File: src/hw/embi_defs.svh
// Constants of the external memory bus interface.
`ifndef EMBI_DEFS_SVH
`define EMBI_DEFS_SVH
`define EMBI_MODE_NAND 2'h0
`define EMBI_MODE_W16 2'h1
`define EMBI_MODE_W32 2'h2
`define EMBI_MODE_TEST 2'h3
`define EMBI_ADDR_W 27
`define EMBI_DATA_W 32
`define EMBI_BANKS 8
`define EMBI_BANK_SEL_LSB 24
`define EMBI_WIDTH_8 2'h0
`define EMBI_WIDTH_16 2'h1
`define EMBI_WIDTH_32 2'h2
`define EMBI_CYC_W 4
`define EMBI_MIN_CYC 4'h1
`endif

File: src/hw/embi_pkg.sv
// Types of the external memory bus interface.
package embi_pkg;
    typedef enum logic [1:0] {
        BOOT_NAND,
        BOOT_W16,
        BOOT_W32,
        BOOT_TEST
    } embi_boot_e;
    typedef struct packed {
        logic [26:0] addr;
        logic [31:0] wdata;
        logic [3:0] be;
        logic write;
    } embi_req_s;
    typedef struct packed {
        logic [2:0] meta;
        logic [2:0] stab;
    } embi_sync_s;
endpackage

File: src/hw/embi_ctrl.sv
// External static-memory bus controller with hold arbitration.
`timescale 1ns/100ps
`include "embi_defs.svh"
module embi_ctrl #(
    parameter int ADDR_W = `EMBI_ADDR_W,
    parameter int DATA_W = `EMBI_DATA_W,
    parameter int BANKS = `EMBI_BANKS
) (
    // Clock, reset, enable
    input wire logic i_ref_clk,
    input wire logic i_nrst,
    input wire logic i_ce,
    // Boot strap
    input wire logic [1:0] i_boot_mode_pins,
    output logic o_nand_boot,
    output logic o_test_mode,
    // Bank configuration, flattened per bank
    input wire logic [BANKS*2-1:0] i_bank_width,
    input wire logic [BANKS*`EMBI_CYC_W-1:0] i_bank_cycles,
    input wire logic [BANKS*3-1:0] i_bank_size,
    // Internal request port
    input wire logic i_req_valid,
    input wire embi_pkg::embi_req_s i_req,
    output logic o_req_ready,
    output logic o_rsp_valid,
    output logic [DATA_W-1:0] o_rsp_rdata,
    // External bus pins
    output logic [ADDR_W-1:0] o_addr,
    output logic o_addr_oe,
    input wire logic [DATA_W-1:0] i_data,
    output logic [DATA_W-1:0] o_data,
    output logic [DATA_W-1:0] o_data_oe,
    output logic [BANKS-1:0] o_bank_select_n,
    output logic o_write_strobe_n,
    output logic o_read_strobe_n,
    output logic [3:0] o_byte_lane_enable_n,
    input wire logic i_cycle_extend_n,
    input wire logic i_hold_request_n,
    output logic o_hold_grant_n
);
    typedef enum logic [1:0] {
        ST_IDLE,
        ST_ACCESS,
        ST_FINISH,
        ST_HOLD
    } embi_state_e;
    typedef struct packed {
        embi_state_e state;
        logic [1:0] boot;
        logic booted;
        logic [ADDR_W-1:0] addr;
        logic [DATA_W-1:0] wdata;
        logic [3:0] ben;
        logic write;
        logic [2:0] bank;
        logic [1:0] width;
        logic [`EMBI_CYC_W-1:0] cnt;
        logic [DATA_W-1:0] rdata;
        logic rsp;
    } embi_st_s;
    embi_st_s st_q;
    embi_st_s st_d;
    logic extend_n;
    logic hold_req_n;
    // ------------------------------------------------------------------
    // Input synchronisers
    // ------------------------------------------------------------------
    embi_sync #(.RESET_VAL(1'b1)) u_sync_wait (
        .i_ref_clk(i_ref_clk),
        .i_nrst(i_nrst),
        .i_ce(i_ce),
        .i_pin(i_cycle_extend_n),
        .o_level(extend_n)
    );
    embi_sync #(.RESET_VAL(1'b1)) u_sync_hold (
        .i_ref_clk(i_ref_clk),
        .i_nrst(i_nrst),
        .i_ce(i_ce),
        .i_pin(i_hold_request_n),
        .o_level(hold_req_n)
    );
    // ------------------------------------------------------------------
    // Decoding helpers
    // ------------------------------------------------------------------
    // Bank index from the top address bits.
    function automatic logic [2:0] bank_of(input logic [ADDR_W-1:0] a);
        bank_of = a[`EMBI_BANK_SEL_LSB+:3];
    endfunction
    // Bank 0 width follows the strap; others follow configuration.
    function automatic logic [1:0] width_of(input logic [2:0] b,
                                            input logic [1:0] boot);
        logic [1:0] w;
        w = i_bank_width[b*2+:2];
        if (b == 3'h0) begin
            case (boot)
                `EMBI_MODE_W16: w = `EMBI_WIDTH_16;
                `EMBI_MODE_W32: w = `EMBI_WIDTH_32;
                default: w = `EMBI_WIDTH_8;
            endcase
        end
        width_of = w;
    endfunction
    // Offset inside a bank must fit its programmed size (2^(17+n)).
    function automatic logic in_size(input logic [ADDR_W-1:0] a,
                                     input logic [2:0] b);
        logic [4:0] bits;
        logic [ADDR_W-1:0] lim;
        bits = 5'(17) + 5'(i_bank_size[b*3+:3]);
        lim = (bits >= 5'(`EMBI_BANK_SEL_LSB)) ? '1 :
              ((ADDR_W'(1) << bits) - ADDR_W'(1));
        in_size = ((a & ADDR_W'(24'hFFFFFF)) <= lim);
    endfunction
    // ------------------------------------------------------------------
    // Sequencer
    // ------------------------------------------------------------------
    logic [`EMBI_CYC_W-1:0] req_cyc;
    assign req_cyc = i_bank_cycles[bank_of(i_req.addr)*`EMBI_CYC_W+:
                                   `EMBI_CYC_W];
    always_comb begin
        st_d = st_q;
        st_d.rsp = 1'b0;
        if (!st_q.booted) begin
            st_d.boot = i_boot_mode_pins;
            st_d.booted = 1'b1;
        end
        case (st_q.state)
            ST_IDLE: begin
                if (!hold_req_n) begin
                    st_d.state = ST_HOLD;
                end else if (i_req_valid && st_q.booted) begin
                    st_d.state = ST_ACCESS;
                    st_d.addr = i_req.addr;
                    st_d.wdata = i_req.wdata;
                    st_d.write = i_req.write;
                    st_d.bank = bank_of(i_req.addr);
                    st_d.width = width_of(bank_of(i_req.addr), st_q.boot);
                    st_d.ben = i_req.be;
                    st_d.cnt = (req_cyc < `EMBI_MIN_CYC) ?
                               `EMBI_MIN_CYC : req_cyc;
                end
            end
            ST_ACCESS: begin
                if (st_q.cnt > `EMBI_MIN_CYC) begin
                    st_d.cnt = st_q.cnt - `EMBI_MIN_CYC;
                end else if (extend_n) begin
                    st_d.state = ST_FINISH;
                    st_d.rdata = i_data;
                end
            end
            ST_FINISH: begin
                st_d.rsp = 1'b1;
                st_d.state = ST_IDLE;
            end
            ST_HOLD: begin
                if (hold_req_n) begin
                    st_d.state = ST_IDLE;
                end
            end
            default: st_d.state = ST_IDLE;
        endcase
    end
    always_ff @(posedge i_ref_clk or negedge i_nrst) begin
        if (!i_nrst) begin
            st_q <= '0;
        end else if (i_ce) begin
            st_q <= st_d;
        end
    end
    // ------------------------------------------------------------------
    // Pin drive
    // ------------------------------------------------------------------
    logic active;
    logic hit;
    assign active = (st_q.state == ST_ACCESS);
    assign hit = in_size(st_q.addr, st_q.bank);
    always_comb begin
        o_bank_select_n = '1;
        if (active && hit) begin
            o_bank_select_n[st_q.bank] = 1'b0;
        end
    end
    // A write and a read are never in flight together.
    assign o_write_strobe_n = !(active && hit && st_q.write);
    assign o_read_strobe_n = !(active && hit && !st_q.write);
    always_comb begin
        o_byte_lane_enable_n = '1;
        if (active) begin
            case (st_q.width)
                `EMBI_WIDTH_16: o_byte_lane_enable_n = {2'h3,
                                                       ~st_q.ben[1:0]};
                `EMBI_WIDTH_32: o_byte_lane_enable_n = ~st_q.ben;
                default: o_byte_lane_enable_n = 4'hE;
            endcase
        end
    end
    assign o_addr = st_q.addr;
    // Address floats only while granted.
    assign o_addr_oe = (st_q.state != ST_HOLD);
    always_comb begin
        o_data = st_q.wdata;
        o_data_oe = '0;
        if (active && st_q.write) begin
            case (st_q.width)
                `EMBI_WIDTH_8: o_data_oe = DATA_W'(8'hFF);
                `EMBI_WIDTH_16: o_data_oe = DATA_W'(16'hFFFF);
                default: o_data_oe = '1;
            endcase
        end
    end
    assign o_hold_grant_n = (st_q.state != ST_HOLD);
    assign o_req_ready = (st_q.state == ST_IDLE) && hold_req_n &&
                         st_q.booted;
    assign o_rsp_valid = st_q.rsp;
    assign o_rsp_rdata = st_q.rdata;
    assign o_nand_boot = (st_q.boot == `EMBI_MODE_NAND) && st_q.booted;
    assign o_test_mode = (st_q.boot == `EMBI_MODE_TEST);
endmodule // embi_ctrl

File: src/hw/embi_sync.sv
// Three-flop input synchroniser with agreement filter.
`timescale 1ns/100ps
`include "embi_defs.svh"
module embi_sync #(
    parameter logic RESET_VAL = 1'b1
) (
    // Clock and reset
    input wire logic i_ref_clk,
    input wire logic i_nrst,
    input wire logic i_ce,
    // Pin and filtered level
    input wire logic i_pin,
    output logic o_level
);
    typedef struct packed {
        logic [2:0] ff;
        logic lvl;
    } embi_sync_st_s;
    embi_sync_st_s st_q;
    embi_sync_st_s st_d;
    always_comb begin
        st_d = st_q;
        st_d.ff = {st_q.ff[1:0], i_pin};
        // Only the second and third stages are compared.
        if (st_q.ff[1] == st_q.ff[2]) begin
            st_d.lvl = st_q.ff[2];
        end
    end
    always_ff @(posedge i_ref_clk or negedge i_nrst) begin
        if (!i_nrst) begin
            st_q <= {{3{RESET_VAL}}, RESET_VAL};
        end else if (i_ce) begin
            st_q <= st_d;
        end
    end
    assign o_level = st_q.lvl;
endmodule // embi_sync

File: config.mk
export PLATFORM = sky130hd
export DESIGN_NAME = embi_ctrl
export DESIGN_NICKNAME = d
export VERILOG_FILES = /design/src/hw/embi_pkg.sv /design/src/hw/embi_ctrl.sv /design/src/hw/embi_sync.sv
export VERILOG_INCLUDE_DIRS = /design/src /design/src/hw
export SDC_FILE = /design/constraint.sdc
export NUM_CORES = 1
export LEC_CHECK = 0
export ABC_AREA = 0
export ABC_CLOCK_PERIOD_IN_PS = 12400
export BUFFER_PORTS_ARGS = -buffer_cell sky130_fd_sc_hd__clkbuf_2
export CORE_AREA = 2 2 123 125
export CTS_CLUSTER_DIAMETER = 40
export DETAILED_ROUTE_END_ITERATION = 10
export DIE_AREA = 0 0 125 127
export GPL_TIMING_DRIVEN = 0
export HOLD_SLACK_MARGIN = 0.05
export PLACE_DENSITY = 0.84
export SLEW_MARGIN = 20
export SYNTH_ARGS = -nofsm -noshare
export SYNTH_HDL_FRONTEND = slang
export SYNTH_SLANG_ARGS = --single-unit
File: constraint.sdc
create_clock -name i_ref_clk -period 12.4 [get_ports i_ref_clk]
set_clock_uncertainty 0.1 [all_clocks]
set_input_delay 0 -clock i_ref_clk [delete_from_list [all_inputs] [get_ports i_ref_clk]]
set_output_delay 0 -clock i_ref_clk [all_outputs]
set_load 0.01 [all_outputs]
# After elaboration in Yosys (flattened, before gate mapping)
# Index checks and enable logic that the tools add are counted.
[word_totals]
reg_bits = 119
inputBits = 176
output_inout_bits = 143
[classes]
add_sub_neg = 3
n_mul = 1
magnitude_cmp = 6
eq_ne = 18
shifts = 4
mux = 22
bitwise = 5
reduce_logical = 24
[op_table]
columns = ["operator", "count"]
rows = [
  ["case mux 32 bit (2 select lines)", 1],
  ["2-to-1 mux 32 bit", 1],
  ["variable part select 32 x 6 -> 4 bit", 1],
  ["less-or-equal comparator 24 x 27 -> 1 bit", 1],
  ["2-to-1 mux 27 bit", 1],
  ["<< shifter 1 x 5 -> 27 bit, first input constant", 1],
  ["subtractor 27 x 1 -> 27 bit, second input constant", 1],
  ["variable part select 24 x 6 -> 3 bit", 1],
  ["2-to-1 mux 4 bit", 5],
  ["case mux 4 bit (2 select lines)", 2],
  ["variable part select 16 x 5 -> 2 bit", 1],
  ["2-to-1 mux 2 bit", 6],
  ["equality test 2 bit, second input constant", 5],
  ["AND reduction 5 bit", 2],
  ["logical AND 1 bit", 9],
  ["2-to-1 mux 8 bit", 1],
  ["!= test 2 x 1 -> 1 bit, second input constant", 4],
  ["NOT 8 bit", 1],
  ["case mux 2 bit (4 select lines)", 1],
  ["AND reduction 4 bit", 2],
  ["equality test 2 x 1 -> 1 bit, second input constant", 3],
  ["zero test 2 bit", 3],
  ["!= test 2 bit, second input constant", 3],
  ["AND reduction 2 bit", 3],
  ["other kinds (19)", 24],
]

# Logic depth before layout (Yosys ltp)
# Gate-level depths: netlist of the first run.
[logic_depth]
depth_word = 10
mapped_depth = 20
ltp_nobuf = 17

# By module
# A second synthesis of the first run with hierarchy kept.
[unflattened]
cells_unflattened = 590
area_unflattened_um2 = 6857.8
[modules_own_cells]
columns = ["mod", "instances", "cells_per_inst", "area_per_inst_um2", "seq_area_each_um2"]
rows = [
  ["embi_ctrl", 1, 570, 6535.0, 2702.6],
  ["embi_sync", 2, 10, 161.4, 105.1],
]

# Worst setup path after synthesis of the first run
# No wires, ideal clock.
[synth_path]
kind = "flip-flop to output port"
from = "register, netlist name o_addr[25]"
to = "output o_bank_select_n[0]"
arrival_time_ps = 4764
t_required_ps = 12300
setup_slack_ps = 7536
path_stages_with_launch = 20
path_cell_list = "dfrtp_1 -> buf_6 -> buf_6 -> mux4_2 -> mux2_2 -> clkinv_1 -> ha_1 -> inv_1 -> or2_2 -> ha_1 -> nand2b_1 -> mux2_2 -> a2111oi_2 -> ha_1 -> nand4_1 -> or4_1 -> o32ai_1 -> a21o_1 -> buf_1 -> o211ai_1"
[synth_rtl]
columns = ["item", "line", "text"]
rows = [
  ["to (decl)", "embi_ctrl.sv:33", "output logic [BANKS-1:0] o_bank_select_n,"],
]

==> results of run 1 <==
==> metal layers <==
layer | routed length [µm] | up-vias
li1 | - | 2836
met3 | 1570 | 64
met4 | 878 | 0
met5 | 0 | -
met2 | 12400 | 306
met1 | 8500 | 3083
==> registers in the layout, indices dropped and copies added, names as in the netlist <==
signal / flops
o_data: 32
st_q: 16
u_sync_wait.o_level: 1
o_rsp_rdata: 32
o_addr: 27
u_sync_hold.st_q: 1
u_sync_hold.o_level: 1
o_rsp_valid: 1
u_sync_wait.st_q: 1
u_sync_hold.st_d: 2
u_sync_wait.st_d: 2
==> logic make-up after synthesis <==
family,after synthesis
and+or+nand+nor,83
AOI/OAI and AO/OA,69
xor gates and xnor gates,2
DFF,116
buffers and inverters,160
muxes,133
adders and majority gates,16
==> worst min-delay path, cell delays in order <==
cell	delay [ns]
sky130_fd_sc_hd__clkbuf_2	0.07
sky130_fd_sc_hd__mux4_2	0.21
sky130_fd_sc_hd__mux2i_1	0.09
sky130_fd_sc_hd__nand3b_1	0.09
sky130_fd_sc_hd__nand3_1	0.07
==> power groups by stage <==
| stage | logic [W] | registers, W | clock network (W) |
|---|---|---|---|
| 2_1_floorplan | 0.000955 | 0.000632 | 0 |
| 3_3_place_gp | 0.00131 | 0.000657 | 0 |
| 3_5_place_dp | 0.00134 | 0.000667 | 0 |
| 4_1_cts | 0.00138 | 0.000665 | 0.000551 |
| 5_1_grt | 0.00153 | 0.000704 | 0.000572 |
| 6_report | 0.00142 | 0.000684 | 0.000548 |
==> timing repair <==
item | in CTS | in global routing
hold buffers | 111 | 0
gates resized for setup | 0 | 0
hold endpoints to repair | 221 | 0
endpoints found under the setup margin | 0 | 0
==> layout make-up <==
cell class / instances / area (µm²) / share of cell area [%]
Antenna cell: 1 / 2.50 / 0.0240
Buffer: 147 / 1040 / 10.0
Clock buffer: 20 / 447 / 4.28
Clock inverter: 12 / 201 / 1.93
Inverter: 13 / 48.8 / 0.468
Multi-Input combinational cell: 303 / 2820 / 27.1
Sequential cell: 116 / 2910 / 27.9
Tap cell: 184 / 230 / 2.21
Timing Repair Buffer: 424 / 2720 / 26.1
==> through the flow <==
stage | hold slack (ns) | worst slack, ns | instances
final | 0.0733 | 6.31 | 1220
after CTS | 0.0590 | 6.29 | 1219
after global routing | 0.122 | 5.92 | 1220
after global placement | 0.131 | 6.83 | 1075
after detailed placement | -0.136 | 6.75 | 1076
after floorplan | -0.396 | 7.54 | 579
==> cell usage after synthesis, types with 12 or more instances <==
| library cell | count | area, µm² |
|---|---|---|
| sky130_fd_sc_hd__nand2_1 | 12 | 45.0 |
| sky130_fd_sc_hd__buf_4 | 122 | 916 |
| sky130_fd_sc_hd__a21oi_1 | 19 | 95.1 |
| sky130_fd_sc_hd__ha_1 | 16 | 200 |
| sky130_fd_sc_hd__nor2_1 | 20 | 75.1 |
| sky130_fd_sc_hd__clkbuf_1 | 16 | 60.1 |
| sky130_fd_sc_hd__mux4_2 | 17 | 383 |
| sky130_fd_sc_hd__inv_1 | 12 | 45.0 |
| sky130_fd_sc_hd__dfrtp_1 | 108 | 2700 |
| sky130_fd_sc_hd__o21ai_0 | 19 | 95.1 |
| sky130_fd_sc_hd__mux2_2 | 105 | 1180 |
==> worst max-delay path by stage <==
| stage | endpoint | slack (ns) | cells past startpoint |
|---|---|---|---|
| global route | o_bank_select_n[7] | 5.92 | 20 |
| floorplan | o_bank_select_n[0] | 7.54 | 19 |
| finish | o_bank_select_n[7] | 6.31 | 20 |
| detailed placement | o_bank_select_n[6] | 6.75 | 20 |
| CTS | o_bank_select_n[6] | 6.29 | 20 |
| global placement | o_bank_select_n[7] | 6.83 | 20 |
==> summary.txt, run 1 <==
=========================================================================================
Master cell of the clock root buffer                                         sky130_fd_sc_hd__clkbuf_16
Highest clock frequency the design can meet                                       164 MHz
Proportion of register bits with asynchronous set or reset after synthesis           100%
Syn Inst Count                                                                        579
Finish-stage setup viols                                                                0
Commonest register cell after synthesis                                      sky130_fd_sc_hd__dfrtp_1
Number of ports placed on the die boundary                                            319
Arrival time reported for the critical path endpoint                              5.99 ns
Post-synthesis sequential area ratio                                                42.7%
Largest net degree at the start of global routing                                      74
VDD IR max                                                                       0.154 mV
Design Power                                                                    0.00265 W
Number of H-tree levels                                                                 4
Deepest clock path buffer count                                                         2
Switching power                                                                0.000998 W
Dpl cell area                                                                 0.00866 mm²
Final cell utilization of the core                                                  72.3%
Family with the most delay on the worst path                                 multiplexers
Post-Synth XOR/XNOR Area                                                           0.257%
Routed wire per std cell                                                          19.2 µm
Via count of the first global-routing pass                                          6,985
Stage delay of the slowest cell on the critical path                              0.55 ns
Endpoint type of the worst setup path                                        primary output
Destination of the worst register-to-register timing path                       o_data[5]
Count of unique library cells instantiated by Yosys                                    52
Core area                                                                      0.0144 mm²
Global routing met3 resource utilization                                            8.92%
Routed wire length                                                                23.4 mm
GRT Max-Usage Layer                                                                  met2
Post-synthesis cell area                                                      0.00683 mm²
Final setup TNS                                                                      0 ns
Required time at the endpoint of the critical path                               12.30 ns
Final nets                                                                          1,214
Total leakage power                                                               5.27 nW
Internal power summed over all cells                                            0.00165 W
Global routing met1 resource utilization                                            32.4%
Mean instance size in the synthesized netlist                                    11.8 µm²
Number of nets in the synthesized netlist                                             771
Commonest cells after routing, fill and taps aside                           311 x sky130_fd_sc_hd__clkbuf_2, 122 x sky130_fd_sc_hd__buf_4, 110 x sky130_fd_sc_hd__dlygate4sd3_1
Final Max Tran Viols                                                                    0
Number of buffer and inverter instances along the worst setup path                      6
Design Area, Final                                                             0.0104 mm²
Buffers on Ports                                                                      312
Hold crit path type                                                                in2reg
Time the worst path needs with I/O delays and setup                               6.09 ns
Worst R2R Path Depth                                                                    5
Overall overflow remaining after global route                                           0
CTS Buf Count                                                                          17
Headroom to the max-slew limit                                                      36.8%
Result of the run                                                               completed
Main combinational cell family by area after synthesis                       multiplexers
Kind of critical path                                                             reg2out
Startpoint type of the worst setup path                                         flip-flop
Clock share of power                                                                20.7%
Fraction of synthesized area in multiplexers                                        24.7%
Hpwl dp                                                                           14.2 mm
Adder and majority gate portion of the synthesized area                             2.93%
TritonCTS Sinks                                                                       116
Fraction of final layout cells sized beyond drive strength 1                        59.3%
Total of warnings raised by yosys                                                       0
Sequential group share of total power                                               25.8%
PD cells                                                                       254 mW/mm²
Wire length of the first global-routing pass                                      37.3 mm
Antenna violations before repair                                                        1
First-pass DRT Iterations                                                               4
Logic gate share of total power                                                     53.5%
Clock tree from TritonCTS                                                           built
Initial DRC count                                                                     270
Clock transition at path regs                                                     0.06 ns
Area Growth Syn to Fin                                                              52.8%
Height of the chip                                                                 127 µm
Most Frequent Cell on Critical Path                                          sky130_fd_sc_hd__ha_1
Starting density of the core                                                        47.3%
Post-CTS setup buffers                                                                  0
Critical Path, Cell by Cell                                                  buf_6, buf_6, mux4_2, mux2_2, clkinv_1, ha_1, inv_1, or2_2, ha_1, nand2b_1, mux2_2, a2111oi_2, ha_1, nand4_1, or4_1, o32ai_1, a21o_1, buf_1, o2111ai_2, clkbuf_2
Slew at the pin with the worst max-slew slack                                    0.948 ns
Endpoint of the worst hold path                                                  st_q[33]
RePlAce Congestion                                                                  0.889
Total global routing track utilization                                              30.3%
Hold Fails Final Rpt                                                                    0
Antenna Violating Nets Remaining                                                        0
MaxCap Viol Count                                                                       0
Remaining design rule violation count                                                   0
# fillers                                                                             932
Part of the cycle the worst path needs                                              49.1%
Post-synthesis compound-gate area fraction                                          6.73%
Number of enable flip-flop cells after synthesis                                        0
Floorplan die area                                                             0.0159 mm²
Unrepaired setup endpoints after global routing                                     false
Most common cell after layout, fill and taps aside                           sky130_fd_sc_hd__clkbuf_2
Crit. Startpoint                                                               o_addr[25]
Hold wc startpoint                                                           i_bank_cycles[2]
Via density                                                                          5.15
Post-synthesis share of cell area spent on and, or, nand and nor gates              6.64%
Register-to-register setup slack                                                  9.54 ns
Seq cells post-synth                                                                  116
Slowest stage cell, crit path                                                sky130_fd_sc_hd__or4_1
Row Count                                                                              44
RR Startpoint                                                                   st_q[109]
Width of the die                                                                   125 µm
Met2 track demand over resource                                                     55.3%
Total number of vias                                                                6,289
Maximum fanout encountered on the critical timing path                                 10
Number of cells on the worst hold path                                                  5
Clock insertion delay at the later pin of the skew report                         0.41 ns
Sw Share                                                                            37.7%
=========================================================================================
No activity file was read; power rests on OpenSTA's default activity.
==> run 2, diff against run 1 <==
- ABC_CLOCK_PERIOD_IN_PS: 12400 -> 5650
- CORE_AREA: 2 2 123 125 -> unset
- CORE_MARGIN: unset -> 2
- CORE_UTILIZATION: unset -> 48
- DIE_AREA: 0 0 125 127 -> unset
- PLACE_DENSITY: 0.84 -> 0.85
- clock period: 12.4 -> 5.65 ns (I/O delays scaled with it)
==> summary.txt, run 2 (synthesis gave the netlist of run 1 again) <==
===========================================================================
Result of the run                                                 completed   unchanged
Row Count                                                                43   was 44
Commonest cells after routing, fill and taps aside             311 x sky130_fd_sc_hd__clkbuf_2, 133 x sky130_fd_sc_hd__buf_4, 109 x sky130_fd_sc_hd__dlygate4sd3_1   was 311 x sky130_fd_sc_hd__clkbuf_2, 122 x sky130_fd_sc_hd__buf_4, 110 x sky130_fd_sc_hd__dlygate4sd3_1
PD cells                                                         577 mW/mm²   was 254 mW/mm²
MaxCap Viol Count                                                         0   unchanged
Required time at the endpoint of the critical path                  5.55 ns   was 12.30 ns
Fraction of final layout cells sized beyond drive strength 1          60.8%   was 59.3%
Via count of the first global-routing pass                            6,859   was 6,985
Area Growth Syn to Fin                                                54.3%   was 52.8%
Area occupied by multi-input gates                              0.00291 mm²   was 0.00282 mm²
Number of H-tree levels                                                   4   unchanged
VDD IR max                                                         0.367 mV   was 0.154 mV
# fillers                                                               829   was 932
Width of the die                                                     123 µm   was 125 µm
Kind of critical path                                               reg2out   unchanged
Maximum fanout encountered on the critical timing path                   10   unchanged
Number of cells on the worst hold path                                    5   unchanged
TritonCTS Sinks                                                         116   unchanged
Area used by sequential logic in the layout                     0.00291 mm²   unchanged
First-pass DRT Iterations                                                 5   was 4
Final nets                                                            1,224   was 1,214
Part of the cycle the worst path needs                                97.5%
Total leakage power                                                 5.31 nW   was 5.27 nW
Master cell of the clock root buffer                           sky130_fd_sc_hd__clkbuf_16   unchanged
Time the worst path needs with I/O delays and setup                 5.51 ns
Startpoint type of the worst setup path                           flip-flop   unchanged
Clock tree from TritonCTS                                             built   unchanged
Largest net degree at the start of global routing                        92   was 74
Antenna violations before repair                                          1   unchanged
Finish-stage setup viols                                                  0   unchanged
Buffers on Ports                                                        312   unchanged
Hpwl dp                                                             14.1 mm   was 14.2 mm
Final Hold Slack                                                  0.0436 ns   was 0.0733 ns
Endpoint type of the worst setup path                          primary output   unchanged
Total global routing track utilization                                31.8%   was 30.3%
Highest clock frequency the design can meet                         182 MHz
Final Max Tran Viols                                                      0   unchanged
RePlAce Congestion                                                    0.876   was 0.889
Height of the chip                                                   123 µm   was 127 µm
Hold crit path type                                                  in2reg   unchanged
Floorplan die area                                               0.0152 mm²   was 0.0159 mm²
Hold wc startpoint                                             i_bank_width[2]   was i_bank_cycles[2]
Dpl cell area                                                   0.00865 mm²   was 0.00866 mm²
Core area                                                        0.0139 mm²   was 0.0144 mm²
Remaining design rule violation count                                     0   unchanged
Routed wire length                                                  24.2 mm   was 23.4 mm
Antenna Violating Nets Remaining                                          0   unchanged
Most common cell after layout, fill and taps aside             sky130_fd_sc_hd__clkbuf_2   unchanged
Deepest clock path buffer count                                           2   unchanged
Design Area, Final                                               0.0105 mm²   was 0.0104 mm²
Worst R2R Path Depth                                                      5   unchanged
Final setup TNS                                                        0 ns   unchanged
Clock insertion delay at the later pin of the skew report           0.41 ns   about the same
Initial DRC count                                                       313   was 270
Starting density of the core                                          49.2%   was 47.3%
Wire length of the first global-routing pass                        36.1 mm   was 37.3 mm
RR Startpoint                                                     st_q[109]   unchanged
Via density                                                            5.23   was 5.15
Clock transition at path regs                                       0.05 ns   was 0.06 ns
Crit. Startpoint                                                 o_addr[25]   unchanged
Routed wire per std cell                                            19.8 µm   was 19.2 µm
Headroom to the max-slew limit                                        41.4%   was 36.8%
Arrival time reported for the critical path endpoint                5.41 ns   was 5.99 ns
Overall overflow remaining after global route                             0   unchanged
Slew at the pin with the worst max-slew slack                      0.878 ns   was 0.948 ns
Final cell utilization of the core                                    75.9%   was 72.3%
Hold Fails Final Rpt                                                      0   unchanged
Number of ports placed on the die boundary                              319   unchanged
CTS Buf Count                                                            17   unchanged
Total number of vias                                                  6,410   was 6,289
===========================================================================
run 2: changes by cell type in the layout (fill, tap and decap cells not counted), sizes merged:
cell / change
bufinv: -3
buf: +10
a21o: +1
inv: +1
clkinvlp: +2
dlygate4sd3: -1
run 2: final cells by class:
type,count,share of cell area (%)
antenna,1,0.0238
buffer,146,9.88
clock buffer,20,4.43
clock inverter,12,1.37
inverter,13,0.535
multi-input combinational,304,27.6
sequential,116,27.7
tap,180,2.14
timing repair buffer,434,26.4
run 2: path summary, 6_finish.rpt:
kind                                  endpoint  slack (ns)
setup reg to reg                     o_data[0]        2.94
hold reg to reg            u_sync_wait.st_q[3]        0.40
hold / removal                        st_q[37]        0.04
setup / recovery            o_bank_select_n[2]        0.14
min in group asynchronous  u_sync_wait.st_d[2]        0.57
max in group asynchronous           o_addr[24]        4.32
run 2: where the power goes:
group,internal (W),switching (W),total (W)
registers,0.00121,0.000308,0.00151
clock network,0.000693,0.000421,0.00111
logic,0.00180,0.00164,0.00345
run 2: stage by stage:
step	instances	setup slack [ns]	total power [W]
after floorplan	579	0.786	0.00348
after global placement	1071	0.0310	0.00430
after detailed placement	1072	-0.0254	0.00439
after CTS	1215	0.0215	0.00573
after global routing	1225	-0.0368	0.00640
final	1226	0.143	0.00608
run 2: routing by layer:
layer  vias up  GRT usage (%)  wire (µm)
met5         -              0          0
met4         0           13.8        880
met1      3116           34.3       8650
met3        76           9.32       1890
li1       2849              -          -
met2       369           57.7      12800
run 2: worst max-delay path, stage by stage, from the launching register on:
cell	delay (ns)
sky130_fd_sc_hd__dfrtp_1	0.36
sky130_fd_sc_hd__buf_6	0.11
sky130_fd_sc_hd__buf_6	0.14
sky130_fd_sc_hd__mux4_2	0.51
sky130_fd_sc_hd__mux2_4	0.32
sky130_fd_sc_hd__clkinvlp_4	0.10
sky130_fd_sc_hd__ha_4	0.18
sky130_fd_sc_hd__clkinvlp_4	0.13
sky130_fd_sc_hd__or2_2	0.31
sky130_fd_sc_hd__ha_1	0.23
sky130_fd_sc_hd__nand2b_1	0.14
sky130_fd_sc_hd__buf_4	0.13
sky130_fd_sc_hd__a21boi_1	0.11
sky130_fd_sc_hd__a2111oi_2	0.49
sky130_fd_sc_hd__ha_1	0.21
sky130_fd_sc_hd__nand4_1	0.14
sky130_fd_sc_hd__or4_4	0.52
sky130_fd_sc_hd__o32ai_4	0.37
sky130_fd_sc_hd__a21o_4	0.18
sky130_fd_sc_hd__o211ai_1	0.13
sky130_fd_sc_hd__clkbuf_2	0.18
run 2: what timing repair did:
action / in CTS / in global routing
setup endpoints to repair: 10 / 10
hold buffers: 110 / 0
resized for setup: 8 / 6
pin swaps: 1 / 5
endpoints found under the hold margin: 216 / 0
cloned: 1 / 0
buffers inserted: 1 / 10
==> run 3, diff against run 2 <==
- CORE_AREA: unset -> 2 2 123 125
- CORE_MARGIN: 2 -> unset
- CORE_UTILIZATION: 48 -> unset
- DIE_AREA: unset -> 0 0 125 127
- PLACE_DENSITY: 0.85 -> 0.84
==> summary.txt, run 3 (synthesis gave the netlist of run 1 again) <==
=================================================================================
Number of H-tree levels                                                         4   unchanged
Initial DRC count                                                             307   was 313
Fraction of final layout cells sized beyond drive strength 1                61.2%   was 60.8%
Endpoint type of the worst setup path                                primary output   unchanged
CTS Buf Count                                                                  17   unchanged
Final Max Tran Viols                                                            0   unchanged
Area Growth Syn to Fin                                                      56.5%   was 54.3%
Total leakage power                                                       5.36 nW   was 5.31 nW
Total number of vias                                                        6,397   was 6,410
Slew at the pin with the worst max-slew slack                            0.949 ns   was 0.878 ns
# fillers                                                                     899   was 829
Remaining design rule violation count                                           0   unchanged
Maximum fanout encountered on the critical timing path                          8   was 10
Floorplan die area                                                     0.0159 mm²   was 0.0152 mm²
Routed wire length                                                        24.3 mm   was 24.2 mm
Row Count                                                                      44   was 43
PD cells                                                               580 mW/mm²   was 577 mW/mm²
Hpwl dp                                                                   14.2 mm   was 14.1 mm
Hold crit path type                                                        in2reg   unchanged
Cell total after placement                                                  1,076   was 1,072
Overall overflow remaining after global route                                   0   unchanged
Core area                                                              0.0144 mm²   was 0.0139 mm²
Antenna Violating Nets Remaining                                                0   unchanged
Number of buffer and inverter instances along the worst setup path              3   was 6
Deepest clock path buffer count                                                 2   unchanged
Result of the run                                                       completed   unchanged
Family with the most delay on the worst path                         simple AND/OR/NAND/NOR gates   was compound AO/OA/AOI/OAI gates
Destination of the worst register-to-register timing path               o_data[5]   was o_data[0]
First-pass DRT Iterations                                                       7   was 5
Height of the chip                                                         127 µm   was 123 µm
Part of the cycle the worst path needs                                      97.7%   was 97.5%
Time the worst path needs with I/O delays and setup                       5.52 ns   was 5.51 ns
Critical Path, Cell by Cell                                          buf_6, mux2i_1, nor2_1, mux4_2, ha_4, clkinvlp_4, or2_2, ha_2, nand2b_4, mux2_2, a2111oi_4, ha_1, nand4_1, or4_4, o32ai_4, a21o_4, o2111ai_2, clkbuf_2   was buf_6, buf_6, mux4_2, mux2_4, clkinvlp_4, ha_4, clkinvlp_4, or2_2, ha_1, nand2b_1, buf_4, a21boi_1, a2111oi_2, ha_1, nand4_1, or4_4, o32ai_4, a21o_4, o211ai_1, clkbuf_2
Startpoint type of the worst setup path                                 flip-flop   unchanged
Most common cell after layout, fill and taps aside                   sky130_fd_sc_hd__clkbuf_2   unchanged
Post-layout worst setup margin                                           0.128 ns   was 0.143 ns
Arrival time reported for the critical path endpoint                      5.42 ns   was 5.41 ns
Largest net degree at the start of global routing                              74   was 92
Headroom to the max-slew limit                                              36.7%   was 41.4%
Hold Fails Final Rpt                                                            0   unchanged
Design Power                                                            0.00620 W   was 0.00608 W
Highest clock frequency the design can meet                               181 MHz   was 182 MHz
Hold wc startpoint                                                   i_bank_cycles[2]   was i_bank_width[2]
Endpoint of the worst hold path                                          st_q[33]   was st_q[37]
Via count of the first global-routing pass                                  7,011   was 6,859
VDD IR max                                                               0.337 mV   was 0.367 mV
Layout Cells excl Fill                                                      1,236   was 1,226
Register-to-register setup slack                                          2.80 ns   was 2.94 ns
Kind of critical path                                                     reg2out   unchanged
Clock transition at path regs                                             0.06 ns   was 0.05 ns
Total global routing track utilization                                      30.5%   was 31.8%
Stage delay of the slowest cell on the critical path                      0.58 ns   was 0.52 ns
MaxCap Viol Count                                                               0   unchanged
Clock tree from TritonCTS                                                   built   unchanged
Number of cells on the worst hold path                                          5   unchanged
RR Startpoint                                                           st_q[109]   unchanged
Wire length of the first global-routing pass                              37.7 mm   was 36.1 mm
Worst slack at placement                                               0.00236 ns   was -0.0254 ns
Slowest stage cell, crit path                                        sky130_fd_sc_hd__or4_4   unchanged
Clock insertion delay at the later pin of the skew report                 0.41 ns   about the same
Final nets                                                                  1,229   was 1,224
Width of the die                                                           125 µm   was 123 µm
Antenna violations before repair                                                1   unchanged
Final setup TNS                                                              0 ns   unchanged
Crit. Startpoint                                                       o_addr[26]   was o_addr[25]
RePlAce Congestion                                                          0.889   was 0.876
Routed wire per std cell                                                  19.7 µm   was 19.8 µm
Number of ports placed on the die boundary                                    319   unchanged
TritonCTS Sinks                                                               116   unchanged
Master cell of the clock root buffer                                 sky130_fd_sc_hd__clkbuf_16   unchanged
Via density                                                                  5.18   was 5.23
Commonest cells after routing, fill and taps aside                   312 x sky130_fd_sc_hd__clkbuf_2, 136 x sky130_fd_sc_hd__buf_4, 110 x sky130_fd_sc_hd__dlygate4sd3_1   was 311 x sky130_fd_sc_hd__clkbuf_2, 133 x sky130_fd_sc_hd__buf_4, 109 x sky130_fd_sc_hd__dlygate4sd3_1
Buffers on Ports                                                              312   unchanged
Worst R2R Path Depth                                                            5   unchanged
Finish-stage setup viols                                                        0   unchanged
Starting density of the core                                                47.3%   was 49.2%
Required time at the endpoint of the critical path                        5.55 ns   about the same
=================================================================================
[run 3: worst max path at each step]
stage | to | slack (ns) | depth (start not counted)
6_report | o_bank_select_n[7] | 0.13 | 18
5_1_grt | o_bank_select_n[0] | -0.07 | 18
4_1_cts | o_bank_select_n[7] | 0.005 | 19
3_5_place_dp | o_bank_select_n[6] | 0.002 | 20
3_3_place_gp | o_bank_select_n[7] | 0.08 | 20
2_1_floorplan | o_bank_select_n[0] | 0.79 | 19
[run 3: routing by layer]
layer	up-vias	GRT usage, %	part of all wire [%]
met1	3165	32.6	36
met4	0	13.6	3.7
met3	70	8.12	6.3
met5	-	0	0
met2	300	56.6	54
li1	2862	-	-
[run 3: cell type report]
| class | instances | area (µm²) | share of cell area (%) |
|---|---|---|---|
| timing repair buffer | 439 | 2830 | 26.5 |
| antenna | 2 | 5.00 | 0.0468 |
| clock buffer | 20 | 447 | 4.18 |
| buffer | 146 | 1050 | 9.83 |
| inverter | 13 | 56.3 | 0.527 |
| multi-input combinational | 304 | 2950 | 27.6 |
| sequential | 116 | 2910 | 27.3 |
| clock inverter | 12 | 201 | 1.89 |
| tap | 184 | 230 | 2.15 |
[run 3: metrics by stage]
| step | hold slack [ns] | area (µm²) | utilization, % |
|---|---|---|---|
| CTS | 0.0590 | 10500 | 72.7 |
| finish | 0.0730 | 10700 | 74.1 |
| global placement | 0.131 | 8620 | 59.7 |
| floorplan | -0.396 | 6830 | - |
| detailed placement | -0.136 | 8660 | 60.0 |
| global route | 0.128 | 10700 | 74.1 |
[run 3: worst reg2reg max path, stage by stage, from the launching register on]
cell and delay, ns:
sky130_fd_sc_hd__dfrtp_1 0.38, sky130_fd_sc_hd__clkbuf_1 0.19, sky130_fd_sc_hd__nand4b_1 0.24, sky130_fd_sc_hd__nor2_1 0.60
sky130_fd_sc_hd__clkbuf_1 0.78, sky130_fd_sc_hd__mux2_2 0.45
[run 3: power by group]
part,switching [W],internal (W),total (W)
Combinational,0.00166,0.00184,0.00350
Sequential,0.000299,0.00121,0.00150
Clock,0.000404,0.000796,0.00120
[run 3: repair_timing]
action                                  CTS  global route
endpoints found under the setup margin   10            10
gates resized for setup                   7            18
hold endpoints to repair                221             0
hold buffers                            111             0
setup buffers                             1            14
cloned                                    1             0
pin swaps                                 1             3
